===== config.mk =====
export PLATFORM = sky130hd
export DESIGN_NAME = sync_serial_channel_core
export DESIGN_NICKNAME = d
export VERILOG_FILES = /design/src/rtl/sscc_pkg.sv /design/src/rtl/baud_down_counter.sv /design/src/rtl/pin_sync_2ff.sv /design/src/rtl/sync_serial_channel_core.sv /design/src/test/far_slave.sv /design/src/test/tb.sv
export VERILOG_INCLUDE_DIRS = /design/src /design/src/rtl
export SDC_FILE = /design/constraint.sdc
export NUM_CORES = 1
export LEC_CHECK = 0
export BUFFER_PORTS_ARGS = -buffer_cell sky130_fd_sc_hd__buf_4
export CAP_MARGIN = 20
export CORE_MARGIN = 4
export CORE_UTILIZATION = 50
export DETAILED_ROUTE_END_ITERATION = 16
export PLACE_DENSITY = 0.69
export SLEW_MARGIN = 20
export SYNTH_ARGS = -nofsm -noshare
export SYNTH_HDL_FRONTEND = slang
export SYNTH_SLANG_ARGS = --single-unit
export TNS_END_PERCENT = 5

===== constraint.sdc =====
create_clock -name pclk -period 9.3 [get_ports pclk]
set_clock_uncertainty 0.2 [all_clocks]
set_input_delay 1.395 -clock pclk [delete_from_list [all_inputs] [get_ports pclk]]
set_output_delay 1.395 -clock pclk [all_outputs]
set_load 0.03 [all_outputs]

===== src/rtl/sscc_defines.svh =====
`ifndef SSCC_DEFINES_SVH
`define SSCC_DEFINES_SVH

// Register indices; byte address is four times the index
`define IDX_CTRL 16'hffb2
`define IDX_TB 16'hf0b0
`define IDX_RB 16'hf0b2
`define IDX_BR 16'hf0b4
`define IDX_PIN 16'hf0b6
`define IDX_TIC 16'hff72
`define IDX_RIC 16'hff74
`define IDX_EIC 16'hff76

// Control register fields
`define CTRL_EN 15
`define CTRL_MS 14
`define CTRL_BSY 12
`define CTRL_ERR 11:8
`define CTRL_PO 6
`define CTRL_PH 5
`define CTRL_HB 4
`define CTRL_BM 3:0

// Error kinds inside the error field
`define ERR_TX 0
`define ERR_RX 1
`define ERR_PHASE 2
`define ERR_BAUD 3

// Interrupt control fields
`define IC_REQ 7
`define IC_EN 6

// Pin control fields
`define PIN_LATCH 2:0
`define PIN_DIR 10:8
`define PIN_OD 18:16

// Reset values
`define BR_RESET 16'h0000
`define IC_RESET 8'h00
`define PIN_RESET 3'h0

// Slave baud ticks without a clock edge tolerated before a rate error
`define BAUD_ERR_TICKS 2'h3

`endif


===== src/rtl/sscc_pkg.sv =====
package sscc_pkg;

    typedef enum logic [1:0] {
        XF_IDLE = 2'b00,
        XF_RUN = 2'b01
    } xfer_t;

    typedef struct packed {
        logic [2:0] s1;
        logic [2:0] s2;
    } sync_state_t;

    typedef struct packed {
        logic [15:0] cnt;
        logic tick;
    } baud_state_t;

    typedef struct packed {
        logic en;
        logic ms;
        logic [3:0] err_en;
        logic [3:0] err_flag;
        logic po;
        logic ph;
        logic hb;
        logic [3:0] bm;
        logic [3:0] bc;
        logic busy;
        logic [15:0] tb;
        logic tb_full;
        logic [15:0] rb;
        logic rb_full;
        logic [15:0] br;
        logic [7:0] tic;
        logic [7:0] ric;
        logic [7:0] eic;
        logic [2:0] latch;
        logic [2:0] dir;
        logic [2:0] od;
        xfer_t st;
        logic [15:0] tx;
        logic [15:0] rx;
        logic [4:0] k;
        logic edge2;
        logic sclk_alt;
        logic dout_alt;
        logic sclk_prev;
        logic din_prev;
        logic [1:0] idle_ticks;
        logic [2:0] pin_out;
        logic [2:0] pin_oe;
        logic pready;
        logic pslverr;
        logic [31:0] prdata;
    } core_t;

endpackage


===== src/rtl/baud_down_counter.sv =====
`timescale 1ns/1ps
module baud_down_counter (
    // Clock and reset
    input wire logic pclk,
    input wire logic presetn,
    // Control
    input wire logic run,
    input wire logic [15:0] reload,
    // Half-bit tick and present count
    output logic tick,
    output logic [15:0] count
);

    sscc_pkg::baud_state_t r;
    sscc_pkg::baud_state_t next_r;

    // One tick per reload is half a bit, so a bit is 2*(reload+1) clocks
    always_comb begin
        next_r.tick = 1'b0;
        next_r.cnt = r.cnt;
        if (!run) begin
            next_r.cnt = reload;
        end else if (r.cnt == 16'h0000) begin
            next_r.cnt = reload;
            next_r.tick = 1'b1;
        end else begin
            next_r.cnt = r.cnt - 16'h0001;
        end
    end

    always_ff @(posedge pclk or negedge presetn) begin
        if (!presetn) begin
            r <= '0;
        end else begin
            r <= next_r;
        end
    end

    assign tick = r.tick;
    assign count = r.cnt;

endmodule


===== src/rtl/pin_sync_2ff.sv =====
`timescale 1ns/1ps
module pin_sync_2ff (
    // Clock and reset
    input wire logic pclk,
    input wire logic presetn,
    // Pins in, synchronised levels out
    input wire logic [2:0] d,
    output logic [2:0] q
);

    sscc_pkg::sync_state_t r;
    sscc_pkg::sync_state_t next_r;

    always_comb begin
        next_r.s1 = d;
        next_r.s2 = r.s1;
    end

    always_ff @(posedge pclk or negedge presetn) begin
        if (!presetn) begin
            r <= '0;
        end else begin
            r <= next_r;
        end
    end

    assign q = r.s2;

endmodule


===== src/rtl/sync_serial_channel_core.sv =====
// Design decision made here: the APB slave port.
`timescale 1ns/1ps
`include "sscc_defines.svh"
// Operation
// - Clock rests at selected idle level
// - Phase select picks latch edge versus shift edge
// - Four enabled error kinds raise error request
// - Busy visible only when on, hardware owned
// - Master busy from load until last word
// - Slave busy through back-to-back words
// - Low control bits show shift count when on
// - Sixteen-bit buffers, data right aligned
// - Baud reload readable and writable when off
// - Baud down counter reloads, starts on enable
// - Reading reload when on returns count
// - Bit rate is clock over 2*(reload+1)
// - Three interrupt control registers, fixed layout
// - Pin directions set by software, not swapped by role
// - Unused alternate output held high
// - Serial lines rerouted automatically by role
// - Each pin individually open drain
// - Switching off aborts, outputs return high
// - Master drives clock, slave is default
// - Word length is field plus one
// - Bit order select, LSB or MSB first
module sync_serial_channel_core (
    // Clock and reset
    input wire logic pclk,
    input wire logic presetn,
    // APB slave
    input wire logic psel,
    input wire logic penable,
    input wire logic pwrite,
    input wire logic [17:0] paddr,
    input wire logic [31:0] pwdata,
    output logic [31:0] prdata,
    output logic pready,
    output logic pslverr,
    // Shift clock pin
    input wire logic sclk_in,
    output logic sclk_out,
    output logic sclk_oe,
    // Controller-output data pin
    input wire logic controller_out_line_in,
    output logic controller_out_line_out,
    output logic controller_out_line_oe,
    // Controller-input data pin
    input wire logic controller_in_line_in,
    output logic controller_in_line_out,
    output logic controller_in_line_oe
);

    sscc_pkg::core_t r;
    sscc_pkg::core_t next_r;
    logic [2:0] pin_sync;
    logic baud_tick;
    logic [15:0] baud_count;

    pin_sync_2ff u_sync (
        .pclk(pclk),
        .presetn(presetn),
        .d({controller_in_line_in, controller_out_line_in, sclk_in}),
        .q(pin_sync)
    );

    // Runs from enable onward, also in slave role for rate checks
    baud_down_counter u_baud (
        .pclk(pclk),
        .presetn(presetn),
        .run(r.en),
        .reload(r.br),
        .tick(baud_tick),
        .count(baud_count)
    );

    function automatic logic [3:0] bit_sel(input logic hb,
                                           input logic [4:0] nb,
                                           input logic [4:0] k);
        logic [4:0] t;
        t = hb ? (nb - 5'd1 - k) : k;
        return t[3:0];
    endfunction

    always_comb begin
        logic [15:0] idx;
        logic acc;
        logic wr;
        logic rd;
        logic hit;
        logic [4:0] nbits;
        logic din;
        logic sck;
        logic lead;
        logic trail;
        logic ev;
        logic e;
        logic done;
        logic [3:0] bi;
        logic [3:0] err_set;
        logic [2:0] alt;
        logic [31:0] rv;
        next_r = r;
        idx = paddr[17:2];
        acc = psel & penable;
        wr = acc & pwrite & r.pready;
        rd = acc & ~pwrite & r.pready;
        nbits = {1'b0, r.bm} + 5'd1;
        din = r.ms ? pin_sync[2] : pin_sync[1];
        sck = pin_sync[0];
        lead = r.en & ~r.ms & (sck != r.sclk_prev) & (sck != r.po);
        trail = r.en & ~r.ms & (sck != r.sclk_prev) & (sck == r.po);
        ev = 1'b0;
        e = 1'b0;
        done = 1'b0;
        bi = 4'h0;
        err_set = 4'h0;
        alt = 3'h7;
        rv = 32'h0;
        next_r.sclk_prev = sck;
        next_r.din_prev = din;

        // Read data prepared one cycle ahead of the pready edge
        hit = 1'b1;
        case (idx)
            `IDX_CTRL: begin
                rv[`CTRL_EN] = r.en;
                rv[`CTRL_MS] = r.ms;
                if (r.en) begin
                    rv[`CTRL_BSY] = r.busy;
                    rv[`CTRL_ERR] = r.err_flag;
                    rv[`CTRL_BM] = r.bc;
                end else begin
                    rv[`CTRL_ERR] = r.err_en;
                    rv[`CTRL_PO] = r.po;
                    rv[`CTRL_PH] = r.ph;
                    rv[`CTRL_HB] = r.hb;
                    rv[`CTRL_BM] = r.bm;
                end
            end
            `IDX_TB: rv[15:0] = r.tb;
            `IDX_RB: rv[15:0] = r.rb;
            `IDX_BR: rv[15:0] = r.en ? baud_count : r.br;
            `IDX_TIC: rv[7:0] = r.tic;
            `IDX_RIC: rv[7:0] = r.ric;
            `IDX_EIC: rv[7:0] = r.eic;
            `IDX_PIN: begin
                rv[`PIN_LATCH] = r.latch;
                rv[`PIN_DIR] = r.dir;
                rv[`PIN_OD] = r.od;
            end
            default: hit = 1'b0;
        endcase
        next_r.pready = acc & ~r.pready;
        next_r.pslverr = acc & ~r.pready & ~hit;
        next_r.prdata = (acc & ~r.pready) ? rv : 32'h0;

        // Which half of the control register is reached follows old enable
        if (wr) begin
            case (idx)
                `IDX_CTRL: begin
                    next_r.en = pwdata[`CTRL_EN];
                    next_r.ms = pwdata[`CTRL_MS];
                    if (r.en) begin
                        next_r.err_flag = pwdata[`CTRL_ERR];
                    end else begin
                        next_r.err_en = pwdata[`CTRL_ERR];
                        next_r.po = pwdata[`CTRL_PO];
                        next_r.ph = pwdata[`CTRL_PH];
                        next_r.hb = pwdata[`CTRL_HB];
                        next_r.bm = pwdata[`CTRL_BM];
                    end
                end
                `IDX_TB: begin
                    next_r.tb = pwdata[15:0];
                    // No transfer is queued while off
                    next_r.tb_full = r.en;
                end
                `IDX_BR: begin
                    // Ignored while on; the count would be corrupted
                    if (!r.en) begin
                        next_r.br = pwdata[15:0];
                    end
                end
                `IDX_TIC: next_r.tic = pwdata[7:0];
                `IDX_RIC: next_r.ric = pwdata[7:0];
                `IDX_EIC: next_r.eic = pwdata[7:0];
                `IDX_PIN: begin
                    next_r.latch = pwdata[`PIN_LATCH];
                    next_r.dir = pwdata[`PIN_DIR];
                    next_r.od = pwdata[`PIN_OD];
                end
                default: ;
            endcase
        end
        if (rd && idx == `IDX_RB) begin
            next_r.rb_full = 1'b0;
        end

        // Start of a word; a slave may be clocked with nothing queued
        if (next_r.en && r.st == sscc_pkg::XF_IDLE &&
            (next_r.tb_full || lead)) begin
            next_r.st = sscc_pkg::XF_RUN;
            next_r.busy = 1'b1;
            next_r.k = 5'd0;
            next_r.edge2 = 1'b0;
            next_r.bc = 4'h0;
            next_r.rx = 16'h0000;
            next_r.idle_ticks = 2'h0;
            if (next_r.tb_full) begin
                next_r.tx = next_r.tb;
                next_r.tb_full = 1'b0;
                next_r.tic[`IC_REQ] = 1'b1;
            end else begin
                next_r.tx = 16'hffff;
                err_set[`ERR_TX] = r.err_en[`ERR_TX];
            end
            bi = bit_sel(r.hb, nbits, 5'd0);
            next_r.dout_alt = next_r.tx[bi];
        end

        // Master edges come from the baud tick, slave edges from the pin
        case (next_r.st)
            sscc_pkg::XF_RUN: begin
                if (next_r.en && r.ms && r.st == sscc_pkg::XF_RUN) begin
                    ev = baud_tick;
                    e = r.edge2;
                end else if (next_r.en && !r.ms) begin
                    ev = lead | trail;
                    e = trail;
                end
            end
            sscc_pkg::XF_IDLE: ev = 1'b0;
            default: ev = 1'b0;
        endcase

        if (ev) begin
            next_r.idle_ticks = 2'h0;
            next_r.edge2 = ~e;
            if (r.ms) begin
                next_r.sclk_alt = ~r.sclk_alt;
            end
            bi = bit_sel(r.hb, nbits, next_r.k);
            if (e ^ r.ph) begin
                next_r.rx[bi] = din;
                // Data moving on the sampling edge means a phase slip
                if (!r.ms && din != r.din_prev) begin
                    err_set[`ERR_PHASE] = r.err_en[`ERR_PHASE];
                end
                if (!r.ph) begin
                    next_r.k = next_r.k + 5'd1;
                end
            end else begin
                next_r.bc = r.bc + 4'h1;
                if (r.ph) begin
                    next_r.k = next_r.k + 5'd1;
                    if (next_r.k < nbits) begin
                        bi = bit_sel(r.hb, nbits, next_r.k);
                        next_r.dout_alt = next_r.tx[bi];
                    end
                end else begin
                    next_r.dout_alt = next_r.tx[bi];
                end
            end
            done = e && (next_r.k == nbits);
        end else if (baud_tick && !r.ms &&
                     next_r.st == sscc_pkg::XF_RUN) begin
            // Slave clock slower than the programmed rate
            if (r.idle_ticks == `BAUD_ERR_TICKS) begin
                err_set[`ERR_BAUD] = r.err_en[`ERR_BAUD];
            end else begin
                next_r.idle_ticks = r.idle_ticks + 2'h1;
            end
        end

        if (done) begin
            if (next_r.rb_full) begin
                err_set[`ERR_RX] = r.err_en[`ERR_RX];
            end
            next_r.rb = next_r.rx;
            next_r.rb_full = 1'b1;
            next_r.ric[`IC_REQ] = 1'b1;
            if (next_r.tb_full) begin
                // Queued word follows with busy left standing
                next_r.tx = next_r.tb;
                next_r.tb_full = 1'b0;
                next_r.tic[`IC_REQ] = 1'b1;
                next_r.k = 5'd0;
                next_r.edge2 = 1'b0;
                next_r.bc = 4'h0;
                next_r.rx = 16'h0000;
                bi = bit_sel(r.hb, nbits, 5'd0);
                next_r.dout_alt = next_r.tx[bi];
            end else begin
                next_r.st = sscc_pkg::XF_IDLE;
                next_r.busy = 1'b0;
            end
        end

        // Hardware set wins over a software write in the same cycle
        next_r.err_flag = next_r.err_flag | err_set;
        if (|err_set) begin
            next_r.eic[`IC_REQ] = 1'b1;
        end

        if (!next_r.en) begin
            next_r.st = sscc_pkg::XF_IDLE;
            next_r.busy = 1'b0;
            next_r.sclk_alt = 1'b1;
            next_r.dout_alt = 1'b1;
            next_r.idle_ticks = 2'h0;
        end else if (next_r.ms && next_r.st == sscc_pkg::XF_IDLE) begin
            next_r.sclk_alt = next_r.po;
        end

        // Alternate outputs unused in this role stay high
        if (next_r.en && next_r.ms) begin
            alt[0] = next_r.sclk_alt;
            alt[1] = next_r.dout_alt;
        end else if (next_r.en) begin
            alt[2] = next_r.dout_alt;
        end
        next_r.pin_out = alt & next_r.latch;
        // Open drain pins float instead of driving high
        next_r.pin_oe = next_r.dir & (~next_r.od | ~next_r.pin_out);
    end

    always_ff @(posedge pclk or negedge presetn) begin
        if (!presetn) begin
            r <= '0;
            r.br <= `BR_RESET;
            r.tic <= `IC_RESET;
            r.ric <= `IC_RESET;
            r.eic <= `IC_RESET;
            r.latch <= `PIN_RESET;
            r.dir <= `PIN_RESET;
            r.od <= `PIN_RESET;
        end else begin
            r <= next_r;
        end
    end

    assign prdata = r.prdata;
    assign pready = r.pready;
    assign pslverr = r.pslverr;
    assign sclk_out = r.pin_out[0];
    assign sclk_oe = r.pin_oe[0];
    assign controller_out_line_out = r.pin_out[1];
    assign controller_out_line_oe = r.pin_oe[1];
    assign controller_in_line_out = r.pin_out[2];
    assign controller_in_line_oe = r.pin_oe[2];

endmodule


===== src/test/far_slave.sv =====
`timescale 1ns/1ps
module far_slave (
    // Link pins
    input wire logic sclk,
    input wire logic mosi,
    output logic miso,
    // Frame setup
    input wire logic arm,
    input wire logic po,
    input wire logic msb,
    input wire logic [4:0] n,
    input wire logic [15:0] word,
    output logic [15:0] got
);
    logic [4:0] i = 5'd31;
    logic b_last = 1'b0;
    wire b = msb ? word[n - 5'd1 - i] : word[i];
    // Outside a frame show the inverse, never a stale bit
    assign miso = (i < n) ? b : ~b_last;
    always @(posedge arm) begin
        i = 5'd0;
        got = 16'h0;
    end
    // Phase one only: leading edge latches, trailing edge shifts
    always @(sclk) begin
        if (sclk !== po && i < n) begin
            got[msb ? n - 5'd1 - i : i] = mosi;
        end else if (sclk === po && i < n) begin
            b_last = b;
            i = i + 5'd1;
        end
    end
endmodule


===== src/test/tb.sv =====
`timescale 1ns/1ps
`include "sscc_defines.svh"
module tb;
    localparam logic [15:0] BR = 16'h0003;
    logic pclk = 1'b0;
    logic presetn = 1'b0;
    logic psel = 1'b0;
    logic penable = 1'b0;
    logic pwrite = 1'b0;
    logic [17:0] paddr = 18'h0;
    logic [31:0] pwdata = 32'h0;
    logic [31:0] prdata;
    logic [31:0] rd;
    logic pready, pslverr, sclk_out, sclk_oe, err;
    logic co_out, co_oe, ci_out, ci_oe, miso;
    logic arm = 1'b0;
    logic hb = 1'b0;
    logic [4:0] nb = 5'd8;
    logic [15:0] sw = 16'h0;
    logic [15:0] got;
    logic [15:0] ics [3] = '{`IDX_TIC, `IDX_RIC, `IDX_EIC};
    int fails = 0;
    int samples_checked = 0;
    int cyc = 0;
    int t0 = 0;
    int per = 0;
    // Released clock and controller-out lines sit on their pull-ups; controller-in follows the peer
    wire sclk_w = sclk_oe ? sclk_out : 1'b1;
    wire co_w = co_oe ? co_out : 1'b1;
    wire ci_w = ci_oe ? ci_out : miso;
    sync_serial_channel_core dut_u (
        .pclk(pclk), .presetn(presetn), .psel(psel), .penable(penable),
        .pwrite(pwrite), .paddr(paddr), .pwdata(pwdata), .prdata(prdata),
        .pready(pready), .pslverr(pslverr), .sclk_in(sclk_w),
        .sclk_out(sclk_out), .sclk_oe(sclk_oe),
        .controller_out_line_in(co_w), .controller_out_line_out(co_out),
        .controller_out_line_oe(co_oe), .controller_in_line_in(ci_w),
        .controller_in_line_out(ci_out), .controller_in_line_oe(ci_oe)
    );
    far_slave peer_u (
        .sclk(sclk_w), .mosi(co_w), .miso(miso), .arm(arm), .po(1'b0),
        .msb(hb), .n(nb), .word(sw), .got(got)
    );
    initial begin
        forever #10 pclk = ~pclk;
    end
    always @(negedge pclk) cyc++;
    always @(posedge sclk_out) begin
        per = cyc - t0;
        t0 = cyc;
    end
    task automatic stop_test();
        $display("Checks %0d, mismatches %0d", samples_checked, fails);
        if (fails == 0 && samples_checked > 0) $display("TEST PASSED");
        else $display("TEST FAILED");
        $finish;
    endtask
    task automatic check(input logic [31:0] seen, input logic [31:0] exp);
        samples_checked++;
        if (seen !== exp) begin
            fails++;
            $display("Error at %0t: got %h, want %h", $time, seen, exp);
        end
    endtask
    task automatic apb(input logic wr, input logic [15:0] idx,
                       input logic [31:0] d);
        int n;
        n = 0;
        @(posedge pclk);
        psel <= 1'b1;
        pwrite <= wr;
        paddr <= {idx, 2'b00};
        pwdata <= d;
        @(posedge pclk);
        penable <= 1'b1;
        do begin
            @(posedge pclk);
            n++;
        end while (pready !== 1'b1 && n < 20);
        rd = prdata;
        err = pslverr;
        psel <= 1'b0;
        penable <= 1'b0;
        if (n >= 20) begin
            fails++;
            stop_test();
        end
    endtask
    task automatic wait_bit(input logic [15:0] idx, input int b,
                            input logic v);
        int n;
        n = 0;
        do begin
            apb(1'b0, idx, 32'h0);
            n++;
        end while (rd[b] !== v && n < 100);
        if (n >= 100) begin
            fails++;
            stop_test();
        end
    endtask
    task automatic settle();
        repeat (3) @(negedge pclk);
    endtask
    task automatic regs_test();
        check(32'({sclk_oe, co_oe, ci_oe, pready}), 32'h0);
        apb(1'b0, `IDX_CTRL, 32'h0);
        check(rd, 32'h0);
        apb(1'b0, `IDX_BR, 32'h0);
        check(rd, 32'h0);
        for (int k = 0; k < 3; k++) begin
            apb(1'b0, ics[k], 32'h0);
            check(rd, 32'h0);
            apb(1'b1, ics[k], 32'hffff_ff7d);
            apb(1'b0, ics[k], 32'h0);
            check(rd, 32'h0000_007d);
            apb(1'b1, ics[k], 32'h0);
        end
        apb(1'b0, 16'h0001, 32'h0);
        check(32'(err), 32'h1);
        check(rd, 32'h0);
        apb(1'b1, `IDX_BR, {16'h0, BR});
        apb(1'b0, `IDX_BR, 32'h0);
        check(rd, {16'h0, BR});
        apb(1'b1, `IDX_CTRL, 32'h0000_8000);
        apb(1'b0, `IDX_BR, 32'h0);
        check(32'(rd <= {16'h0, BR}), 32'h1);
        apb(1'b1, `IDX_BR, 32'h0000_0009);
        apb(1'b1, `IDX_CTRL, 32'h0);
        apb(1'b0, `IDX_BR, 32'h0);
        check(rd, {16'h0, BR});
    endtask
    task automatic slave_pins();
        apb(1'b1, `IDX_PIN, 32'h0000_0407);
        apb(1'b1, `IDX_CTRL, 32'h0000_8047);
        settle();
        check(32'({sclk_oe, co_oe, ci_oe, ci_out}), 32'h3);
        apb(1'b1, `IDX_PIN, 32'h0004_0407);
        settle();
        check(32'({ci_oe, ci_out}), 32'h1);
        apb(1'b1, `IDX_CTRL, 32'h0);
        apb(1'b1, `IDX_PIN, 32'h0000_0307);
    endtask
    task automatic master_xfer(input logic [3:0] bm, input logic h,
                               input logic [15:0] tx, input logic [15:0] sv);
        logic [15:0] m;
        m = 16'hffff >> (4'hf - bm);
        nb <= {1'b0, bm} + 5'd1;
        hb <= h;
        sw <= sv;
        apb(1'b1, `IDX_RIC, 32'h0);
        apb(1'b1, `IDX_CTRL, {16'h0, 2'b11, 6'h0, 3'b001, h, bm});
        settle();
        // Armed after the enable edge, which the peer would count as a shift
        arm <= 1'b1;
        check(32'(sclk_out), 32'h0);
        apb(1'b1, `IDX_TB, {16'h0, tx});
        apb(1'b0, `IDX_CTRL, 32'h0);
        check(32'(rd[12]), 32'h1);
        wait_bit(`IDX_CTRL, 12, 1'b0);
        check(32'(got & m), 32'(tx & m));
        apb(1'b0, `IDX_RB, 32'h0);
        check(rd, {16'h0, sv & m});
        apb(1'b0, `IDX_RIC, 32'h0);
        check(32'(rd[7]), 32'h1);
        check(32'(per), 32'(2 * (BR + 1)));
        apb(1'b1, `IDX_CTRL, 32'h0);
        arm <= 1'b0;
    endtask
    task automatic queued();
        apb(1'b1, `IDX_RIC, 32'h0);
        // Phase zero, receive error enabled, first word left unread
        apb(1'b1, `IDX_CTRL, 32'h0000_c217);
        apb(1'b1, `IDX_TB, 32'h0000_0055);
        apb(1'b1, `IDX_TB, 32'h0000_00aa);
        wait_bit(`IDX_RIC, 7, 1'b1);
        apb(1'b0, `IDX_CTRL, 32'h0);
        check(32'(rd[12]), 32'h1);
        wait_bit(`IDX_CTRL, 12, 1'b0);
        check(32'(rd[9]), 32'h1);
        check(32'(rd[3:0]), 32'h8);
        apb(1'b0, `IDX_EIC, 32'h0);
        check(32'(rd[7]), 32'h1);
        apb(1'b1, `IDX_CTRL, 32'h0);
    endtask
    task automatic abort_test();
        apb(1'b1, `IDX_CTRL, 32'h0000_c077);
        settle();
        check(32'(sclk_out), 32'h1);
        apb(1'b1, `IDX_TB, 32'h0);
        apb(1'b1, `IDX_CTRL, 32'h0);
        settle();
        check(32'({sclk_out, co_out}), 32'h3);
        apb(1'b1, `IDX_CTRL, 32'h0000_c037);
        apb(1'b0, `IDX_CTRL, 32'h0);
        check(32'(rd[12]), 32'h0);
        apb(1'b1, `IDX_CTRL, 32'h0);
    endtask
    initial begin
        repeat (3) @(posedge pclk);
        presetn <= 1'b1;
        regs_test();
        slave_pins();
        master_xfer(4'h7, 1'b1, 16'h00a5, 16'h003c);
        master_xfer(4'h4, 1'b0, 16'h0013, 16'h000b);
        master_xfer(4'hf, 1'b1, 16'hbeef, 16'h1234);
        master_xfer(4'h1, 1'b0, 16'h0002, 16'h0001);
        queued();
        abort_test();
        stop_test();
    end
    initial begin
        repeat (100000) @(posedge pclk);
        fails++;
        stop_test();
    end
endmodule

* Word-level counts from Yosys, hierarchy flattened *
Cells that the tools add are included.

storage, ports and cells
  register bits after elaboration = 201
  bits in latches = 0
  RAM bits = 0
  ROM bits = 0
  input bits = 58
  output and inout port bits = 40
  word-level logic and storage cells = 239
  memories = 0

cells by class
  $add $sub $neg = 8
  multiply operators = 0
  div/mod/pow operators = 0
  order comparisons = 5
  eq/ne operators = 16
  shift-type cells = 0
  muxes and demuxes = 110
  bitwise operators = 26
  reduce and logical (&&, ||, !) cells = 31

operator list
  cell                                                                           count
  16-bit equality test (second input constant)                                   8
  16-bit two-way mux                                                             6
  40-bit two-way mux                                                             2
  17-bit two-way mux                                                             4
  1-bit two-way mux                                                              49
  4-bit two-way mux                                                              10
  38-bit two-way mux                                                             1
  33-bit two-way mux                                                             1
  5-bit two-way mux                                                              6
  4-bit one-hot mux with 7 select lines                                          1
  24-bit two-way mux                                                             1
  8-bit two-way mux                                                              3
  3-bit one-hot mux with 8 select lines                                          1
  19-bit two-way mux                                                             1
  18-bit two-way mux                                                             1
  1-bit binary-select mux with 4-bit select                                      4
  16-bit bitwise mux                                                             1
  16-bit logical NOT                                                             1
  2-bit two-way mux                                                              8
  2-bit one-hot mux with 4 select lines                                          2
  16-bit by 1-bit subtractor with 16-bit output (second input constant)          1
  4-bit by 5-bit less-than comparator with 1-bit output (second input constant)  3
  3-bit one-hot mux with 5 select lines                                          1
  1-bit logical AND                                                              13
  other kinds (35)                                                               67

* Logic depth before layout (Yosys ltp) *
Gate-level depths: netlist (run 1).

  word-level depth = 28
  depth in mapped cells = 22
  gate-level depth less buffers = 18

* Hierarchy *
Synthesis (run 1) repeated with hierarchy kept, for this count alone.

second synthesis, totals
  cells, all modules = 1249
  area total of the unflattened synthesis = 11574.9 sq um

by module, submodules not included
  module                    times used  cells an instance  area each (sq um)
  sync_serial_channel_core  1           1146               10482.6
  baud_down_counter         1           97                 942.2
  pin_sync_2ff              1           6                  150.1

* Worst setup path before layout (run 1) *
OpenSTA, ideal clock, no wires.

  kind = input to register
  start = input port paddr[2]
  end = register r (netlist bit controller_in_line_oe)
  library setup time = 0.127 ns
  arrival = 5.940 ns
  required time = 8.973 ns
  slack = 3.033 ns
  cell stages on the path = 20
  cells stage by stage = or4b_4 > nor4_4 > a21oi_2 > o211a_4 > buf_4 > buf_4 > buf_2 > or2_2 > ha_1 > nor2b_1 > o21ai_0 > nand2b_1 > a31o_2 > nand3_1 > xor2_1 > mux4_2 > a221oi_1 > a41oi_1 > a41oi_1 > a21boi_1

RTL lines
  what                  RTL line                         RTL
  from (decl)           sync_serial_channel_core.sv:34   input wire logic [17:0] paddr,
  to (signal assigned)  sync_serial_channel_core.sv:338  r <= next_r;
  to (decl)             sync_serial_channel_core.sv:53   sscc_pkg::core_t r;

==> results.md, run 1 <==
- Crit share post-route: 72.4%
- Number of global-route vias before repair: 8,773
- Synth unique cells: 91
- All-Layer GR Usage: 26.3%
- Async set-or-reset flop fraction in the synthesized netlist: 100%
- Hold Path Origin: u_sync.next_r[0]
- Synth top area share: 45.0%
- Comb pwr share: approximately 3.6%
- Syn Area/Cell: 9.97 um^2
- Worst setup SP type: input pin
- Max Slew Vio Count: 0
- Worst setup EP type: flip-flop
- Max_cap viols: 0
- Post-layout util: between 50% and 60%
- Clk slew on worst S/H paths: roughly 60 ps
- Final min period: 6730 ps
- Xor/xnor share of the synthesized area: about 2.5%
- Initial Util: 51.1%
- Fillers: approximately 1.9k
- Warnings from Yosys: 0
- Clk pwr share: 50.7%
- Drt wl/cell: roughly 23 um
- Largest family of logic cells by synthesized area: compound AO/OA/AOI/OAI gates
- Synth Area in Simple Gates: 15.1%
- Final GP Congestion: 0.937
- Via count: 9,186
- Via-to-Cell Ratio: roughly 6.3
- IO Port Bufs: 69
- CTS tree: built
- Seq/Total Area, Yosys: roughly 45%
- Switching Power: 0.000430 W
- Mux cell area share after synthesis: 13.1%
- Area grow syn2layout: 12.2%
- Area contributors post-synth: dfrtp_1 (45%), mux2_2 (7.8%), nand2_1 (4.0%), mux2i_1 (3.8%), o21ai_0 (3.1%)
- Number of diodes: 0
- Max Root-Sink Buffers: 3
- Worst vdd ir: 130 uV
- Slew margin rel.: 23.9%
- Post-synthesis compound-gate area fraction: 16.9%
- Synth area leader: dfrtp_1
- Slew @ Worst Pin: 1140 ps
- Final Hold Fails: 0
- Critical path fanouts, max: 34
- Static Leak: 5.98 nW
- Arrival time at the worst endpoint: 6940 ps
- Final Worst Setup Slack: 2570 ps
- Layout cells sized above 1: 20.7%
- Post-synth top cells: dfrtp_1 (201), nand2_1 (120), nor2_1 (87)
- # hold bufs at CTS: 0
- Number of DRC markers in iteration 0: 1,131
- Worst EP required: 9510 ps
- Die width: ~160 um
- Core area: 21,900 um^2
- Status: completed
- Predominant post-synthesis flop cell: dfrtp_1
- Dpl ws: between 2000 and 2500 ps
- Critical path class: input pin to flip-flop
- Setup TNS: 0 ps
- Clk sink count: 201
- I/O pin count: 98
- Seq pwr share: 45.7%
- Die ar.: 24,800 um^2
- Drt drc: 0
- Clock network latency to the later pin of the worst-skew pair: 540 ps
- HPWL after DPL: 23.7 mm
- Seq cells post-synth: 201
- Pwr dens: 153 nW/um^2
- Synth Area in Adders: 2.04%
- Netlist Area Pre-Place: about 11,000 um^2
- Most frequent cell after synthesis: dfrtp_1
- Largest net degree at the start of global routing: between 70 and 80
- Initial antenna violation count: 0
- Row count: 54
- Power Total: 0.00192 W
- WL final: 32.7 mm
- Die height: 158 um
- Min Hold Slack: 147 ps
- Final ANT Viol Nets: 0
- Final setup violating endpoints: 0
- RSZ-0062 raised after global routing: no
- Worst min-delay path category: flip-flop to flip-flop
- EDFF count, synth: 0
- Pre-antenna DRT Iters: 5
- Reg-to-Reg Start: pready
- TritonCTS Buffers: 23
- Post-CTS sizing: 0
- Root buf cell: clkbuf_16
- Cell Int Power: ~0.0015 W
- H-tree Lvls: 1
- Switching fraction of total power: 22.4%
- Post CTS Setup Buffer Count: 0
- GRT overflow: 0
- Crit path launch: paddr[2]
- Fmax achieved: 149 MHz
- First-pass GRT wire length: 50.7 mm
- Layout Nets: about 1.2k
- Cells after Synth: about 1.1k
[power by group through the flow]
stage	sequential, W	clock (W)	combinational [W]
after global routing	0.000879	0.00102	0.0000756
after global placement	0.000895	0	0.0000685
after CTS	0.000879	0.000985	0.0000693
after detailed placement	0.000895	0	0.0000690
after floorplan	0.000896	0	0.0000250
final	0.000879	0.000974	0.0000683
[cells by family after synthesis]
logic type / after synthesis
other cells: 1
buf+inv: 117
compound gates: 277
fa+ha+maj: 17
xor+xnor: 32
flops: 201
simple gates: 348
mux: 128
[layout make-up]
| class | instances | area [um^2] | share of cell area, % |
|---|---|---|---|
| flip-flops and latches | 201 | 5030 | 40.1 |
| multi-input cells | 815 | 5610 | 44.7 |
| clock buffers | 30 | 632 | 5.04 |
| inverters | 31 | 116 | 0.928 |
| repair buffers | 82 | 622 | 4.96 |
| clock inverters | 12 | 180 | 1.44 |
| well taps | 280 | 350 | 2.79 |
[state kept, by name, indices dropped and copies added, names as in the netlist]
| name | count |
|---|---|
| r | 151 |
| prdata | 19 |
| u_baud.count | 16 |
| u_sync.next_r | 3 |
| u_sync.q | 3 |
| controller_in_line_oe | 1 |
| controller_in_line_out | 1 |
| controller_out_line_oe | 1 |
| controller_out_line_out | 1 |
| pready | 1 |
| pslverr | 1 |
| sclk_oe | 1 |
| sclk_out | 1 |
| u_baud.tick | 1 |
[routing by layer]
metal	vias to the layer above	track usage, %	share of wire (%)
li1	4134	-	-
met1	4516	37.1	42
met2	452	40.8	45
met3	84	4.21	8.2
met4	0	10.5	4.7
met5	-	0	0
[metrics by stage]
| step | std cells | instance area [um^2] |
|---|---|---|
| floorplan | 1133 | 11200 |
| global placement | 1409 | 11700 |
| detailed placement | 1409 | 11700 |
| CTS | 1451 | 12500 |
| global route | 1451 | 12500 |
| finish | 1451 | 12500 |
[critical path: stages]
cell      delay (ps)
buf_4            120
or4b_4           580
nor4_4           830
a21oi_2          260
o211a_4          460
or2_2            360
ha_1             260
nor2b_1          120
o21ai_0          150
nand2b_1          90
a31o_2           230
nand3_1           90
xor2_1           490
mux4_2           400
a221oi_1         330
a41oi_1          160
a41oi_1          440
a21boi_1         120
[path summary, 6_finish.rpt]
kind                            cells past startpoint  slack [ps]                endpoint
worst max-delay path                               18        2570  controller_out_line_oe
worst min register to register                      0         150             u_sync.q[0]
min in group asynchronous                           1         660                  r[125]
worst min-delay path                                0         150             u_sync.q[0]
max in group asynchronous                           2        6950        u_sync.next_r[0]
worst max register to register                     17        3710  controller_out_line_oe
[placed cells by master (no fill, tap or decap), drive strengths merged, types with 8 or more instances in the layout]
| cell type | Yosys | routed |
|---|---|---|
| nand3 | 27 | 27 |
| ha | 15 | 15 |
| o21ai | 75 | 75 |
| a21oi | 56 | 56 |
| mux2 | 80 | 80 |
| conb | 1 | 13 |
| xor2 | 10 | 10 |
| or2 | 10 | 10 |
| nor4 | 8 | 8 |
| nand2 | 120 | 120 |
| o22ai | 13 | 13 |
| nand4 | 9 | 9 |
| nor3 | 23 | 23 |
| a221oi | 18 | 18 |
| a41oi | 9 | 9 |
| nor2b | 9 | 9 |
| inv | 29 | 30 |
| and2 | 8 | 8 |
| a31oi | 23 | 23 |
| buf | 50 | 81 |
| mux2i | 42 | 42 |
| clkbuf | 36 | 31 |
| a211oi | 12 | 12 |
| xnor2 | 22 | 22 |
| dfrtp | 201 | 201 |
| nor2 | 90 | 90 |
No activity file was read; power rests on OpenSTA's default activity.
==> run 2, diff against run 1 <==
PLACE_DENSITY = 0.71   (was 0.69)
clock period = 5.5 ns   (was 9.3 ns; I/O delays follow)
==> run 2 against run 1 <==
Net effect:
- sequential cell count is the same
- sequential share of layout area shrank 0.99 points
- register-to-register slack lost 3000 ps
- via count grew 0.54%
- sequential power grew 70%
- combinational power grew 74%
- critical path type unchanged
- largest cell class unchanged
- largest power group unchanged
==> results.md, run 2 (same netlist as run 1, synthesis figures left out) <==
- Status: completed
- Cell at the slowest stage of the critical path: or4b_4
- Number of diodes: 0
- Worst vdd ir: 206 uV
- Post-CTS sizing: 0
- Fillers: approximately 1.9k
- Register area: around 5000 um^2
- Static Leak: 6.19 nW
- Layout Nets: 1,268
- Final Hold Fails: 0
- First-pass GRT wire length: 51.4 mm
- Largest net degree at the start of global routing: 118
- Final ANT Viol Nets: 0
- Die height: 158 um
- Slew margin rel.: 28.4%
- Crit share post-route: approximately nine tenths
- Clk slew on worst S/H paths: roughly 60 ps
- Layout cells sized above 1: 23.4%
- Most common cell after layout, fill and taps aside: dfrtp_1
- Top reg by flops: r
- Setup TNS: 0 ps
- Reg-to-Reg Start: r[180]
- Hold Path Origin: u_sync.next_r[2]
- Area grow syn2layout: 15.1%
- Slew @ Worst Pin: 1060 ps
- IO Port Bufs: 69
- RR Endpoint: controller_out_line_oe
- CTS tree: built
- CP delay by family, top: simple AND/OR/NAND/NOR gates
- Final setup violating endpoints: 0
- Worst path bufs/invs: 5
- Clock network latency to the later pin of the worst-skew pair: 530 ps
- Final min period: 5040 ps
- Final GP Congestion: 0.933
- Critical path fanouts, max: 8
- Arrival time at the worst endpoint: 5240 ps
- Worst setup EP type: flip-flop
- Commonest non-fill, non-tap cells in the layout: dfrtp_1 (201), nand2_1 (120), buf_4 (119)
- Max_cap viols: 0
- RSZ-0062 raised after global routing: no
- Largest register FFs: approximately 150
- Row count: 54
- Post-layout util: between 50% and 60%
- Via-to-Cell Ratio: 6.20
- All-Layer GR Usage: 26.6%
- Die width: approximately 160 um
- HPWL after DPL: 24.2 mm
- Hold depth: 0
- Number of global-route vias before repair: 8,977
- CP dominant cell by count: buf_4
- Post-Layout Cell Count: 1,490
- H-tree Lvls: 1
- Largest stage delay on the critical path: about 580 ps
- Initial Util: 51.1%
- TritonCTS Buffers: 23
- Placed cell count: approximately 1.4k
- Pwr dens: 253 nW/um^2
- Max Slew Vio Count: 0
- I/O pin count: 98
- Root buf cell: clkbuf_16
- Drt drc: 0
- GRT overflow: 0
- Multi-input gate area: roughly 5600 um^2
- Number of DRC markers in iteration 0: 1,039
- Die ar.: 24,800 um^2
- Critical path class: input pin to flip-flop
- Worst EP required: 5700 ps
- Worst hold endpoint: u_sync.q[2]
- Core area: 21,900 um^2
- # hold bufs at CTS: 0
- Fmax achieved: 198 MHz
- Via count: 9,236
- Max Root-Sink Buffers: 3
- CP Cell Sequence: buf_4, or4b_4, nor4_4, buf_4, and3_1, o211ai_2, buf_4, nand2_1, ha_1, o21ai_0, nand2b_1, and4_1, nor3_1, xnor2_1, a311o_1, nor4_2, a2111oi_2, buf_4, a41oi_1, buf_4, a21boi_1
- Worst setup SP type: input pin
- WL final: 33.0 mm
- Register-to-register setup slack: 710 ps
- Initial antenna violation count: 0
- Clk sink count: 201
- Worst min-delay path category: flip-flop to flip-flop
- Drt wl/cell: approximately 22 um
- Worst Reg-to-Reg Cells: 19
- Post CTS Setup Buffer Count: 0
- Pre-antenna DRT Iters: 7
==> run 2: final cells by class <==
cell class | instances | share of cell area (%)
clock inverter | 14 | 1.51
timing repair buffer | 121 | 7.21
clock buffer | 28 | 4.86
tap | 280 | 2.72
sequential | 201 | 39.1
inverter | 31 | 0.905
multi-input combinational | 815 | 43.7
==> run 2: power by group <==
| group | internal (W) | leakage [nW] | switching [W] |
|---|---|---|---|
| clock | 0.00100 | 0.407 | 0.000648 |
| combinational | 0.0000360 | 3.03 | 0.0000826 |
| sequential | 0.00148 | 2.75 | 0.00000274 |
==> run 2: worst max-delay path by stage <==
stage | slack (ps) | end | cells past startpoint | startpoint
2_1_floorplan | 8 | controller_in_line_oe | 20 | paddr[2]
3_3_place_gp | 100 | controller_out_line_oe | 20 | paddr[2]
3_5_place_dp | 50 | controller_in_line_oe | 21 | paddr[2]
4_1_cts | 530 | controller_out_line_oe | 21 | paddr[2]
5_1_grt | 290 | controller_out_line_oe | 21 | paddr[2]
6_report | 460 | controller_out_line_oe | 21 | paddr[2]
==> run 2: stage by stage <==
step / worst slack, ps / hold slack [ps] / instance area (um^2) / total power, W
after global routing: 292 / 159 / 12900 / 0.00336
after global placement: 102 / 131 / 12000 / 0.00163
final: 461 / 146 / 12900 / 0.00326
after detailed placement: 49.3 / 135 / 12000 / 0.00163
after floorplan: 7.79 / 131 / 11200 / 0.00156
after CTS: 534 / 148 / 12900 / 0.00327
==> run 2: per-layer routing <==
metal | wire length, um | vias up | GRT usage, %
met5 | 0 | - | 0
met4 | 1250 | 0 | 9.87
met3 | 2700 | 77 | 4.54
met2 | 15100 | 427 | 41.6
met1 | 13900 | 4518 | 37.5
li1 | - | 4214 | -
==> run 3, diff against run 2 <==
clock period = 4.37 ns   (was 5.5 ns; I/O delays follow)
==> run 3 against run 2 <==
Net effect:
- utilization is 4.3 points higher
- highest routed layer unchanged
- final cell count is 6.0% higher
- setup slack worse by 500 ps
- sequential cell count stayed put
- the run now ends with setup timing left
- final area is 7.3% higher
- sequential share of layout area is 2.7 points lower
- routed wire length is 6.8% higher
==> results.md, run 3 (same netlist as run 1, synthesis figures left out) <==
- Max Slew Vio Count: 0
- Pre-antenna DRT Iters: 5
- Worst vdd ir: 248 uV
- Clock network latency to the later pin of the worst-skew pair: 530 ps
- Worst min-delay path category: input pin to asynchronous set/reset pin
- Final setup violating endpoints: 1
- Max Root-Sink Buffers: 3
- Fmax achieved: between 200 and 250 MHz
- Area grow syn2layout: 23.5%
- RSZ-0062 raised after global routing: yes
- Arrival time at the worst endpoint: 4600 ps
- Slew @ Worst Pin: approximately 1000 ps
- Violated checks: setup timing
- Core area: 21,900 um^2
- Layout Nets: 1,358
- Dpl ws: -658 ps
- Pwr dens: 294 nW/um^2
- GRT overflow: 0
- Via-to-Cell Ratio: 6.18
- Critical path fanouts, max: 7
- Max_cap viols: 0
- Row count: 54
- Initial antenna violation count: 0
- Largest net degree at the start of global routing: 106
- Clk sink count: between 200 and 250
- HPWL after DPL: 26.2 mm
- Die height: around 160 um
- Number of global-route vias before repair: around 9.6k
- Static Leak: 6.63 nW
- Final Hold Fails: 0
- H-tree Lvls: 1
- Worst setup SP type: input pin
- All-Layer GR Usage: ~28%
- Post-layout util: 63.1%
- Top reg by flops: r
- TritonCTS Buffers: 23
- # hold bufs at CTS: 0
- WL final: 35.2 mm
- Clk slew on worst S/H paths: 60 ps
- Final GP Congestion: 0.970
- Most common cell after layout, fill and taps aside: buf_4
- Number of DRC markers in iteration 0: about 920
- Largest register FFs: around 150
- Via count: 9,757
- First-pass GRT wire length: 54.2 mm
- Worst EP required: 4570 ps
- Final min period: 4410 ps
- Number of diodes: 0
- Worst setup EP type: flip-flop
- Final ANT Viol Nets: 0
- Root buf cell: clkbuf_16
- I/O pin count: 98
- Commonest non-fill, non-tap cells in the layout: buf_4 (204), dfrtp_1 (201), nand2_1 (117)
- Setup TNS: -37.0 ps
- Die width: 158 um
- Critical path class: input pin to flip-flop
- CTS tree: built
- Die ar.: 24,800 um^2
- Status: finished, violations left
- Drt drc: 0
- Initial Util: 51.1%
- Drt wl/cell: roughly 22 um
- Layout cells sized above 1: ~31%
- Crit share post-route: 101%
- Final Worst Setup Slack: -37.0 ps
- Min Hold Slack: 17.7 ps
- IO Port Bufs: between 60 and 70
- Slew margin rel.: roughly 33%
-- run 3: cell count changes in the layout (fill, tap and decap cells not counted), sizes merged --
cell      previous run  this run
buf                120       210
clkinvlp             1         4
clkinv               9         7
bufinv               4         3
clkbuf              29        30
inv                 31        30
-- run 3: where the power goes --
part | switching (W) | total [W] | internal (W)
Sequential | 0.00000279 | 0.00187 | 0.00187
Clock | 0.000813 | 0.00202 | 0.00121
Combinational | 0.000110 | 0.000168 | 0.0000577
Total | 0.000926 | 0.00406 | 0.00313
-- run 3: path summary, 6_finish.rpt --
kind	depth (start not counted)	to	startpoint	slack, ps
worst max-delay path	16	controller_in_line_oe	paddr[2]	-40
worst min-delay path	1	r[126]	presetn	20
worst max register to register	15	controller_in_line_oe	pready	40
worst min register to register	0	u_sync.q[2]	u_sync.next_r[2]	150
max in group asynchronous	2	r[153]	presetn	3030
min in group pclk	1	u_sync.next_r[1]	controller_out_line_in	40
-- run 3: worst max-delay path, stage by stage --
cell and delay (ps):
buf_4 120, or4b_4 570, nor4_4 140, buf_4 180, a21oi_4 70, o211ai_4 270, nand2_2 100, ha_2 210
fa_1 560, a2bb2oi_4 280, mux4_2 560, a221oi_2 310, a41oi_2 70, buf_6 160, a41oi_4 240, a21boi_1 100
-- run 3: layer usage --
layer  global-route usage [%]  up-vias  wire length (um)
met5                        0        -                 0
met4                     10.5        0              1420
met3                     4.10       87              2550
met2                     44.8      414             16300
met1                     38.9     4849             15000
li1                         -     4407                 -
-- run 3: cell type report --
class	count	area, um^2
Clock buffer	29	628
Clock inverter	13	169
Fill cell	1774	8090
Inverter	31	116
Multi-Input combinational cell	815	5860
Sequential cell	201	5030
Tap cell	280	350
Timing Repair Buffer	211	1650
-- run 3: through the flow --
| step | power [W] | instances | area, um^2 |
|---|---|---|---|
| floorplan | 0.00196 | 1133 | 11300 |
| global placement | 0.00207 | 1535 | 12800 |
| detailed placement | 0.00207 | 1535 | 12800 |
| CTS | 0.00408 | 1579 | 13700 |
| global route | 0.00417 | 1580 | 13800 |
| finish | 0.00406 | 1580 | 13800 |
-- run 3: repair_timing --
item / 4_1_cts / 5_1_grt
setup endpoints to repair: 3 / 32
pin swaps: 6 / 14
resized for setup: 10 / 25
setup buffers: 2 / 1
